File: config.mk
export PLATFORM = sky130hd
export DESIGN_NAME = pulse_reference_decoder
export DESIGN_NICKNAME = d
export VERILOG_FILES = /design/src/design/edge_sync.v /design/src/design/pulse_reference_decoder.v
export VERILOG_INCLUDE_DIRS = /design/src /design/src/pkg
export SDC_FILE = /design/constraint.sdc
export NUM_CORES = 1
export LEC_CHECK = 0
export BUFFER_PORTS_ARGS = -buffer_cell sky130_fd_sc_hd__buf_4
export CAP_MARGIN = 10
export CELL_PAD_IN_SITES_DETAIL_PLACEMENT = 0
export CELL_PAD_IN_SITES_GLOBAL_PLACEMENT = 1
export CORE_ASPECT_RATIO = 1.25
export CORE_MARGIN = 5
export CORE_UTILIZATION = 28
export CTS_CLUSTER_DIAMETER = 200
export CTS_CLUSTER_SIZE = 25
export DETAILED_ROUTE_END_ITERATION = 8
export PLACE_DENSITY = 0.55
export SLEW_MARGIN = 20
export SYNTH_ARGS = -nofsm -noshare
export SYNTH_HDL_FRONTEND = slang
export SYNTH_SLANG_ARGS = --single-unit
File: constraint.sdc
create_clock -name sys_clk -period 7.1 [get_ports sys_clk]
set_clock_uncertainty 0.15 [all_clocks]
set_input_delay 1.42 -clock sys_clk [delete_from_list [all_inputs] [get_ports sys_clk]]
set_output_delay 1.42 -clock sys_clk [all_outputs]
set_load 0.005 [all_outputs]
File: src/pkg/pulse_reference_decoder_defs.vh
// constants for the reference pulse decoder
`ifndef PULSE_REFERENCE_DECODER_DEFS_VH
`define PULSE_REFERENCE_DECODER_DEFS_VH
// pulse configuration switch field positions
`define PCS_FORM_LSB 3
`define PCS_FORM_MSB 5
`define PCS_CLRMODE_BIT 10
`define PCS_LOGIC_BIT 13
`define PCS_RESET_VALUE 16'h0000
// pulse form codes
`define FORM_SIGN_PULSE 3'h0
`define FORM_FWD_REV 3'h1
`define FORM_QUAD_X1 3'h2
`define FORM_QUAD_X2 3'h3
`define FORM_QUAD_X4 3'h4
// timing: clock rate in kHz, least clear width in ns
`define SYS_CLK_KHZ 50000
`define CLR_MIN_NS 20000
`define CLR_MIN_CYCLES ((`CLR_MIN_NS * `SYS_CLK_KHZ + 999999) / 1000000)
// cycles after reset before decoded pin edges are trusted
`define SETTLE_CYCLES 2'h3
// error counter width
`define ERR_W 32
`define ERR_ZERO 32'h00000000
`endif

File: src/design/edge_sync.v
// two-stage synchroniser with edge detection on the synchronised level
`timescale 1ns/1ps
module edge_sync (
	input  wire sys_clk,  // system clock
	input  wire sys_rst,  // synchronous reset, active high
	input  wire async_in, // raw pin level
	output wire level,    // synchronised level
	output wire rise,     // one-cycle pulse on rising edge
	output wire fall      // one-cycle pulse on falling edge
);
	reg meta_r;
	reg sync_r;
	reg prev_r;

	// first stage is read only by the second
	always @(posedge sys_clk) begin
		if (sys_rst) begin
			meta_r <= 1'b0;
			sync_r <= 1'b0;
			prev_r <= 1'b0;
		end else begin
			meta_r <= async_in;
			sync_r <= meta_r;
			prev_r <= sync_r;
		end
	end

	assign level = sync_r;
	assign rise  = sync_r & ~prev_r;
	assign fall  = ~sync_r & prev_r;
endmodule // edge_sync

File: src/design/pulse_reference_decoder.v
// reference pulse decoder driving the position error counter
// Overview of operation
// - sign plus pulse form is accepted at up to 450 kpps and the controller keeps below that.
// - in sign plus pulse form a high direction level means positive, a low one negative.
// - quadrature form is accepted up to 450, 400 and 200 kpps at x1, x2 and x4.
// - the quadrature multiplier comes from bits three to five of the configuration switch.
// - forward and reverse pulse trains are each accepted at up to 450 kpps.
// - an active clear input forces the error counter to zero.
// - while the clear input is high the position loop is disabled.
// - one configuration bit picks level or edge clearing, defaulting to level.
// - in level mode the counter stays cleared while clear is high.
// - in level mode no error pulses accumulate while clear is high.
// - in edge mode the counter clears once per rising edge of clear and counts afterwards.
// - form codes 000, 001, 010, 011 and 100 mean sign+pulse, fwd+rev, quad x1, x2 and x4.
// - a logic bit selects positive or negative logic, inverting the two pulse input levels; the clear input is not inverted.
`timescale 1ns/1ps
`include "pulse_reference_decoder_defs.vh"
module pulse_reference_decoder (
	input  wire                  sys_clk,             // system clock, 50 MHz
	input  wire                  sys_rst,             // synchronous reset, active high
	input  wire                  reference_pulse_in,  // pulse / phase A / forward pin
	input  wire                  reference_sign_in,   // sign / phase B / reverse pin
	input  wire                  counter_clear_in,    // error counter clear pin
	input  wire [15:0]           pulse_config_switch, // memory switch word
	input  wire                  feedback_up,         // one-cycle motor feedback count, plus
	input  wire                  feedback_down,       // one-cycle motor feedback count, minus
	output reg  [`ERR_W-1:0]     error_count,         // signed position error
	output reg                   position_loop_en,    // low while loop is prohibited
	output reg                   ref_step             // one-cycle pulse per counted step
);
	localparam CLR_CNT_W = 12;
	localparam [31:0] CLR_MIN_FULL = `CLR_MIN_CYCLES;
	localparam [CLR_CNT_W-1:0] CLR_MIN = CLR_MIN_FULL[CLR_CNT_W-1:0];

	// clear qualifier states
	localparam [2:0] ST_IDLE  = 3'b001;
	localparam [2:0] ST_QUAL  = 3'b010;
	localparam [2:0] ST_VALID = 3'b100;

	wire       pa_lvl;
	wire       pa_rise;
	wire       pa_fall;
	wire       pb_lvl;
	wire       pb_rise;
	wire       pb_fall;
	wire       clr_lvl;
	wire       clr_rise_raw;
	wire [2:0] form;
	wire       clr_edge_mode;
	wire       neg_logic;
	wire       clr_raw;

	reg  [2:0]            cfg_form_r;
	reg                   cfg_clrmode_r;
	reg                   cfg_neg_r;
	reg  [2:0]            clr_st_r;
	reg  [2:0]            clr_st_nxt;
	reg  [CLR_CNT_W-1:0]  clr_cnt_r;
	reg  [CLR_CNT_W-1:0]  clr_cnt_nxt;
	reg                   clr_fire;
	reg  signed [3:0]     step;
	reg  signed [3:0]     fb;
	reg                   clr_active;

	// both pulse pins and the clear pin pass two flip-flops first
	edge_sync u_sync_a (
		.sys_clk  (sys_clk),
		.sys_rst  (sys_rst),
		.async_in (reference_pulse_in),
		.level    (pa_lvl),
		.rise     (pa_rise),
		.fall     (pa_fall)
	);
	edge_sync u_sync_b (
		.sys_clk  (sys_clk),
		.sys_rst  (sys_rst),
		.async_in (reference_sign_in),
		.level    (pb_lvl),
		.rise     (pb_rise),
		.fall     (pb_fall)
	);
	edge_sync u_sync_c (
		.sys_clk  (sys_clk),
		.sys_rst  (sys_rst),
		.async_in (counter_clear_in),
		.level    (clr_lvl),
		.rise     (clr_rise_raw),
		.fall     ()
	);

	// switch word is a pin group from outside, so it is registered twice too
	reg [15:0] sw_meta_r;
	reg [15:0] sw_sync_r;
	always @(posedge sys_clk) begin
		if (sys_rst) begin
			sw_meta_r <= `PCS_RESET_VALUE;
			sw_sync_r <= `PCS_RESET_VALUE;
		end else begin
			sw_meta_r <= pulse_config_switch;
			sw_sync_r <= sw_meta_r;
		end
	end

	// field extraction
	assign form          = sw_sync_r[`PCS_FORM_MSB:`PCS_FORM_LSB];
	assign clr_edge_mode = sw_sync_r[`PCS_CLRMODE_BIT];
	assign neg_logic     = sw_sync_r[`PCS_LOGIC_BIT];

	// configuration held in registers so it only changes between decode cycles
	always @(posedge sys_clk) begin
		if (sys_rst) begin
			cfg_form_r    <= `FORM_SIGN_PULSE;
			cfg_clrmode_r <= 1'b0;
			cfg_neg_r     <= 1'b0;
		end else begin
			cfg_form_r    <= form;
			cfg_clrmode_r <= clr_edge_mode;
			cfg_neg_r     <= neg_logic;
		end
	end

	// clear level straight from the synchroniser; the qualifier below drops pulses under the least width
	assign clr_raw = clr_lvl;

	// clear qualifier: high for CLR_MIN cycles before it counts as active
	always @* begin
		clr_st_nxt  = clr_st_r;
		clr_cnt_nxt = clr_cnt_r;
		clr_fire    = 1'b0;
		case (clr_st_r)
			ST_IDLE: begin
				clr_cnt_nxt = {CLR_CNT_W{1'b0}};
				if (clr_rise_raw) begin
					clr_st_nxt  = ST_QUAL;
					clr_cnt_nxt = {{(CLR_CNT_W-1){1'b0}}, 1'b1};
				end
			end
			ST_QUAL: begin
				if (!clr_raw) begin
					clr_st_nxt = ST_IDLE;
				end else if (clr_cnt_r >= CLR_MIN - 1'b1) begin
					clr_st_nxt = ST_VALID;
					clr_fire   = 1'b1;
				end else begin
					clr_cnt_nxt = clr_cnt_r + 1'b1;
				end
			end
			ST_VALID: begin
				if (!clr_raw) begin
					clr_st_nxt = ST_IDLE;
				end
			end
			default: begin
				clr_st_nxt  = ST_IDLE;
				clr_cnt_nxt = {CLR_CNT_W{1'b0}};
			end
		endcase
	end

	always @(posedge sys_clk) begin
		if (sys_rst) begin
			clr_st_r  <= ST_IDLE;
			clr_cnt_r <= {CLR_CNT_W{1'b0}};
		end else begin
			clr_st_r  <= clr_st_nxt;
			clr_cnt_r <= clr_cnt_nxt;
		end
	end

	// decode is held off after reset until every synchroniser stage and the
	// configuration registers carry real samples; without it a pin idling
	// high would look like a fresh rising edge under the reset configuration
	reg  [1:0]            settle_r;
	wire                  settle_done;
	assign settle_done = (settle_r == `SETTLE_CYCLES);
	always @(posedge sys_clk) begin
		if (sys_rst) begin
			settle_r <= 2'h0;
		end else if (!settle_done) begin
			settle_r <= settle_r + 2'h1;
		end
	end

	// reference step decode; negative logic swaps level sense and edge polarity
	always @* begin
		step = 4'sd0;
		case (cfg_form_r)
			`FORM_SIGN_PULSE: begin
				// count on the active edge, sign level picks direction
				if (cfg_neg_r ? pa_fall : pa_rise) begin
					step = ((pb_lvl ^ cfg_neg_r) ? 4'sd1 : -4'sd1);
				end
			end
			`FORM_FWD_REV: begin
				// each train counts in its own direction; coincident edges cancel
				if (cfg_neg_r ? pa_fall : pa_rise) begin
					step = step + 4'sd1;
				end
				if (cfg_neg_r ? pb_fall : pb_rise) begin
					step = step - 4'sd1;
				end
			end
			`FORM_QUAD_X1: begin
				// one count per cycle on phase A active edge, B decides direction
				if (cfg_neg_r ? pa_fall : pa_rise) begin
					step = ((pb_lvl ^ cfg_neg_r) ? -4'sd1 : 4'sd1);
				end
			end
			`FORM_QUAD_X2: begin
				// both edges of phase A
				if (pa_rise | pa_fall) begin
					step = ((pa_lvl ^ pb_lvl) ? 4'sd1 : -4'sd1);
				end
			end
			`FORM_QUAD_X4: begin
				// every edge of both phases; A-led means forward
				if (pa_rise | pa_fall) begin
					step = ((pa_lvl ^ pb_lvl) ? 4'sd1 : -4'sd1);
				end
				if (pb_rise | pb_fall) begin
					step = step + ((pa_lvl ^ pb_lvl) ? -4'sd1 : 4'sd1);
				end
			end
			default: begin
				step = 4'sd0; // unused codes give no motion
			end
		endcase
		// edges seen before the pipeline has settled are not trusted
		if (!settle_done) begin
			step = 4'sd0;
		end
	end

	// feedback counts are same-clock strobes and need no synchroniser
	always @* begin
		fb = 4'sd0;
		if (feedback_up) begin
			fb = fb + 4'sd1;
		end
		if (feedback_down) begin
			fb = fb - 4'sd1;
		end
	end

	// level mode holds clear while the qualified clear is high; edge mode fires once
	always @* begin
		if (cfg_clrmode_r) begin
			clr_active = clr_fire;
		end else begin
			clr_active = (clr_st_r == ST_VALID) | clr_fire;
		end
	end

	// error counter: reference in, feedback out, clear overrides both
	always @(posedge sys_clk) begin
		if (sys_rst) begin
			error_count <= `ERR_ZERO;
		end else if (clr_active) begin
			error_count <= `ERR_ZERO;
		end else begin
			error_count <= error_count + {{(`ERR_W-4){step[3]}}, step}
				- {{(`ERR_W-4){fb[3]}}, fb};
		end
	end

	// loop is prohibited while the qualified clear is high, in either mode
	always @(posedge sys_clk) begin
		if (sys_rst) begin
			position_loop_en <= 1'b0;
			ref_step         <= 1'b0;
		end else begin
			position_loop_en <= ~((clr_st_r == ST_VALID) | clr_fire);
			ref_step         <= (step != 4'sd0) & ~clr_active;
		end
	end
endmodule // pulse_reference_decoder

After elaboration in Yosys (flattened, before gate mapping). Cells that the tools add are included.

Add/subtract/negate cells: 7. Reduce and logical (&&, ||, !) cells: 5. Mux-type cells: 31. Bitwise logic cells: 19. Equality and inequality tests: 13. Magnitude comparators: 1.

Operators with widths (number): $mux 4 (13); $pmux 12 s3 (1); $add 32x32->32 (1); $sub 32x32->32 (1); $mux 12 (2); $pmux 4 s5 (1); $add 12x1->12 const B (1); $ge 12x10->1 const B (1); $mux 3 (4); $eq 3x2->1 const B (3); $mux 1 (9); $pmux 3 s3 (1); $not 1->1 (8); $sub 4x2->4 const B (2); $and 1x1->1 (6); $eq 3x1->1 const B (2); $eq 3x3->1 const B (2); $ne 2x2->1 const B (3); $reduce_and 3->1 (2); $add 4x4->4 (1); $reduce_bool 4->1 (1); $logic_not 3->1 (1); $ne 3x3->1 const B (1); $or 1x1->1 (3); 5 further kinds (6).

Bits of input ports: 23. Register bits after elaboration: 93. Logic and storage cells: 96. Output and inout bits: 34.

Depth between registers and ports, before layout.
Depth after elaboration: 11. Mapped depth: 20.

Hierarchy. From an unflattened synthesis, not the netlist that was laid out.

Cell total of the unflattened synthesis: 630. Area total of the unflattened synthesis: 5300.1 sq um.

By module, submodules not included: pulse_reference_decoder (instances 1, cells each 606, area each 5026.1 sq um, seq. area each 1321.3 sq um); edge_sync (instances 3, cells each 8, area each 91.3 sq um, seq. area each 60.1 sq um).

Worst setup path after synthesis. Ideal clock, no wire load.

Kind: in2reg. Start: input port feedback_up. End: register error_count[13]. Path buffers: 0. Stages on the path: 14. Arrival: 5.199 ns. Required time: 6.822 ns. Path slack: 1.623 ns. Path through: inv_1 -> ha_1 -> inv_1 -> ha_1 -> inv_1 -> o21bai_1 -> ha_1 -> a21o_1 -> a31o_2 -> o31ai_1 -> o21ai_0 -> a21oi_1 -> xor2_1 -> nor2_1.

Word-level cells in the longest chain between the ends: 4.

Ends and longest elaborated chain: start: declaration (RTL line pulse_reference_decoder.v:25) `input wire feedback_up,`; $mux 1 * (RTL line pulse_reference_decoder.v:237) `if (feedback_up) begin`; $sub 4x2->4 (RTL line pulse_reference_decoder.v:241) `fb = fb - 4'sd1;`; $mux 4 * (RTL line pulse_reference_decoder.v:240) `if (feedback_down) begin`; $sub 32x32->32 * (RTL line pulse_reference_decoder.v:261) `` error_count <= error_count + {{(`ERR_W-4){step[3]}}, step} ``; end signal: assignment (RTL line pulse_reference_decoder.v:257) `` error_count <= `ERR_ZERO; ``; end signal: assignment (RTL line pulse_reference_decoder.v:259) `` error_count <= `ERR_ZERO; ``; end signal: assignment (RTL line pulse_reference_decoder.v:261); end: declaration (RTL line pulse_reference_decoder.v:27) `` output reg [`ERR_W-1:0] error_count, ``.

Every way passes the cells marked *; elsewhere a longest branch is shown, timed or not. A chain may end at the register's enable or synchronous reset.

Final worst setup path.
Start: register u_sync_b.sync_r, in the netlist u_sync_b.level. End: register error_count[28].

Word-level cells in the longest chain between the ends: 10. Elaborated cells on any way between the ends: 22. Classes of those cells: 3 x add/sub; 13 x mux; 6 x bitwise.

Ends and longest elaborated chain: start: declaration (RTL line edge_sync.v:12) `reg sync_r;`; start signal: assignment (RTL line edge_sync.v:23) `sync_r <= meta_r;`; $xor 1x1->1 (RTL line pulse_reference_decoder.v:212, pulse_reference_decoder.v:218, pulse_reference_decoder.v:221); $mux 4 (RTL line pulse_reference_decoder.v:212, pulse_reference_decoder.v:218); $mux 4 (RTL line pulse_reference_decoder.v:211, pulse_reference_decoder.v:217); $mux 4 (RTL line pulse_reference_decoder.v:187) `case (cfg_form_r)`; $add 4x4->4 (RTL line pulse_reference_decoder.v:221) `step = step + ((pa_lvl ^ pb_lvl) ? -4'sd1 : 4'sd1);`; $mux 4 (RTL line pulse_reference_decoder.v:220) `if (pb_rise | pb_fall) begin`; $pmux 4 s5 * (RTL line pulse_reference_decoder.v:187); $mux 4 * (RTL line pulse_reference_decoder.v:229) `if (!settle_done) begin`; $add 32x32->32 * (RTL line pulse_reference_decoder.v:261); $sub 32x32->32 * (RTL line pulse_reference_decoder.v:261).

Every way passes the cells marked *; elsewhere a longest branch is shown, timed or not. The select of a mux whose other input is x is not followed.

==> results.toml <==
[run_status]
status = "finished clean"

[route]
avgViaCountPerCell = 4.66
vias = 4287
firstDrtPassIters = 4
routed_wl_um = 12200
first_iter_violations = 131
drc_errors = 0
avgRoutedWirePerCell_um = 13.3
ant_nets = 0

[clock_network]
clkTransAtPathRegs_ns = 0.06
clk_root_buffer_cell = "clkbuf_16"
cts_tree = "done"
holdBufCountCts = 0
clock_sinks = 75
cts_made_buffers = 9
post-cts-setup-buffers = 0
ctsHtreeMaxLevel = 3
clock_latency_ns = 0.34
clock_path_buffers = 2
ctsResizeCount = 0

[setup_path]
reg2reg_from = "u_sync_b.level$_SDFF_PP0_"
startpoint_type = "flip-flop"
cp-end-kind = "flip-flop"
r2r_setup_slack_ns = 1.95
required_ns = 7.17
slowest_delay_ns = 0.66
reg2reg_depth = 18
cp_slowest_cell = "o32a_2"
worstPathArrival_ns = 5.22
path_max_fanout = 20
r2r-end = "error_count[28]$_SDFF_PP0_"
crit_type = "flip-flop to flip-flop"
path_cells = "inv_1 -> ha_1 -> mux2_2 -> ha_1 -> nor3b_1 -> a311oi_1 -> o32a_2 -> buf_4 -> fa_1 -> inv_1 -> ha_1 -> inv_1 -> o21bai_1 -> a21oi_1 -> o221ai_1 -> a211oi_1 -> xor2_1 -> nor2_1"

[sta]
max_slew_margin_pct = 51.5
tightest_slew_ns = 0.726
fmax_mhz = 194
slew_viol_final = 0
rsz0062_at_grt = "no"
setup_viol = 0
layout_setup_ws_ns = 1.95
final.min_clock_period_ns = 5.15
period_share_pct = 72.5
hold_violations = 0
tns_ns = 0

[die]
rows = 56
ios = 57
start_util_pct = 28.4
coreArea_um2 = 18700
die_w_um = 133
die_y_um = 164
die_area_um2 = 21800

[grt]
grt_remaining_overflow = 0
antenna_found_initial = 0
met1_usage_pct = 13.4
grt_max_degree = 33
use_met2_pct = 21.2
use_met3_pct = 2.36
grt_pass1_vias = 4443
grt.total_usage_pct = 11.7
grt_busiest_layer = "met2"
grt_pass1_wl_um = 20900

[layout]
final_cell_mix = "inv_1 (105), dfxtp_1 (75), nor2_1 (63)"
final_nets = 778
layout.cells.non_filler = 919
utilization_pct = 33.3
num_antenna_cells = 0
area_growth_pct = 17.4
final_common_cell = "inv_1"
drive_above_1_share_pct = 10.6

[worst_hold_path]
min_path_type = "flip-flop to flip-flop"
min_to = "cfg_clrmode_r$_SDFF_PP0_"
holdPathStages = 1
min-delay-start = "sw_sync_r[10]$_SDFF_PP0_"

[power]
power_density_nw_per_um2 = 427
ir_worst_vdd_uv = 108
leakage_nw = 2.86
finalPower_mw = 2.66

[yosys]
synthCells = 639
synth_edf_count = 0
synth_top_family_by_area = "adder cells"
yosysUniqueCellTypes = 57
synth_seq_area_share_pct = 28.3
syn_nets = 735
syn-cell-area_um2 = 5310
synth-main-ff-cell = "dfxtp_1"
ys_ff_latch = 75
async_flop_share_pct = 0
syn_area_per_cell_um2 = 8.31
synthSimpleGateAreaFrac_pct = 19.3
yosysWarningCount = 0
synth_compound_gate_area_share_pct = 15.2
synth_xor_area_share_pct = 5.45
muxShareOfSynthArea_pct = 1.72
synthAdderAreaFrac_pct = 21.5

[flow_run]
max_cap_violations = 0

[place]
io_buffers = 45
dp_worst_setup_slack_ns = 1.77
gp_congestion = 0.779
numPlacedInstances = 903
hpwl_um = 9650
-- synthesized netlist by cell type (3+ instances only) --
cell type,number,area (µm²)
ha_1,43,538
a21oi_1,43,215
fa_1,30,601
nor2_1,63,236
mux2i_1,8,80.1
a221oi_1,3,26.3
and3_1,5,31.3
xnor2_1,13,114
o21bai_1,9,67.6
o211ai_1,3,22.5
o21ai_0,21,105
nor3_1,9,45.0
nand3_1,11,55.1
and4_1,5,43.8
inv_1,105,394
clkbuf_1,15,56.3
a31oi_1,6,37.5
dfxtp_1,75,1500
nor2b_1,26,163
nand2b_1,12,75.1
o31ai_1,3,22.5
nand2_1,40,150
nand4_1,11,68.8
a21o_1,12,90.1
xor2_1,20,175
and2_1,3,18.8
nor3b_1,6,45.0
a211oi_1,4,30.0
-- sequential cells by signal, indices dropped and copies added, names as in the netlist, 2 cells and up --
register     flops
clr_st_r         3
cfg_form_r       3
settle_r         2
sw_sync_r        5
error_count     32
sw_meta_r        5
clr_cnt_r       12
-- stage by stage --
step / instance area, µm² / hold slack, ns
after global routing: 6230 / 0.297
after global placement: 5900 / 0.269
after detailed placement: 5900 / 0.270
after CTS: 6230 / 0.284
after floorplan: 5310 / 0.264
final: 6230 / 0.281
-- critical path, delay by kind of cell (launching register included) --
family                   cells  cell delay [ns]
AO/OA/AOI/OAI                6             1.99
XOR/XNOR                     1             0.20
adder cells (fa/ha/maj)      4             1.11
buffers and inverters        4             0.66
flip-flops                   1             0.45
multiplexers                 1             0.26
AND/OR/NAND/NOR              2             0.19
-- power breakdown --
part	total [mW]	internal, mW	switching (mW)
clock	0.511	0.320	0.192
sequential	0.562	0.513	0.0486
combinational	1.59	0.664	0.927
-- layout make-up --
cell class,count,area [µm²]
fillers,1947,12500
multi-input cells,442,3350
flip-flops and latches,75,1500
inverters,105,394
repair buffers,49,368
well taps,232,290
clock buffers,11,243
clock inverters,5,85.1
-- kinds of logic after synthesis --
kind of cell | after synthesis
compound gates | 124
xor+xnor | 33
fa+ha+maj | 73
buf+inv | 122
flops | 75
mux | 9
simple gates | 203
-- worst max path at each step --
stage / startpoint / endpoint / slack, ns
3_5_place_dp: feedback_up / error_count[26]$_SDFF_PP0_ / 1.77
3_3_place_gp: feedback_up / error_count[26]$_SDFF_PP0_ / 1.73
5_1_grt: u_sync_b.level$_SDFF_PP0_ / error_count[29]$_SDFF_PP0_ / 1.57
4_1_cts: u_sync_b.level$_SDFF_PP0_ / error_count[27]$_SDFF_PP0_ / 1.86
2_1_floorplan: feedback_up / error_count[13]$_SDFF_PP0_ / 1.62
6_report: u_sync_b.level$_SDFF_PP0_ / error_count[28]$_SDFF_PP0_ / 1.95
-- per-layer routing --
layer / part of all wire [%] / routed length, µm
met2: 50 / 6160
met5: 0 / 0
met4: 2.5 / 301
met3: 3.6 / 445
met1: 44 / 5340
No activity file was read; power rests on OpenSTA's default activity.
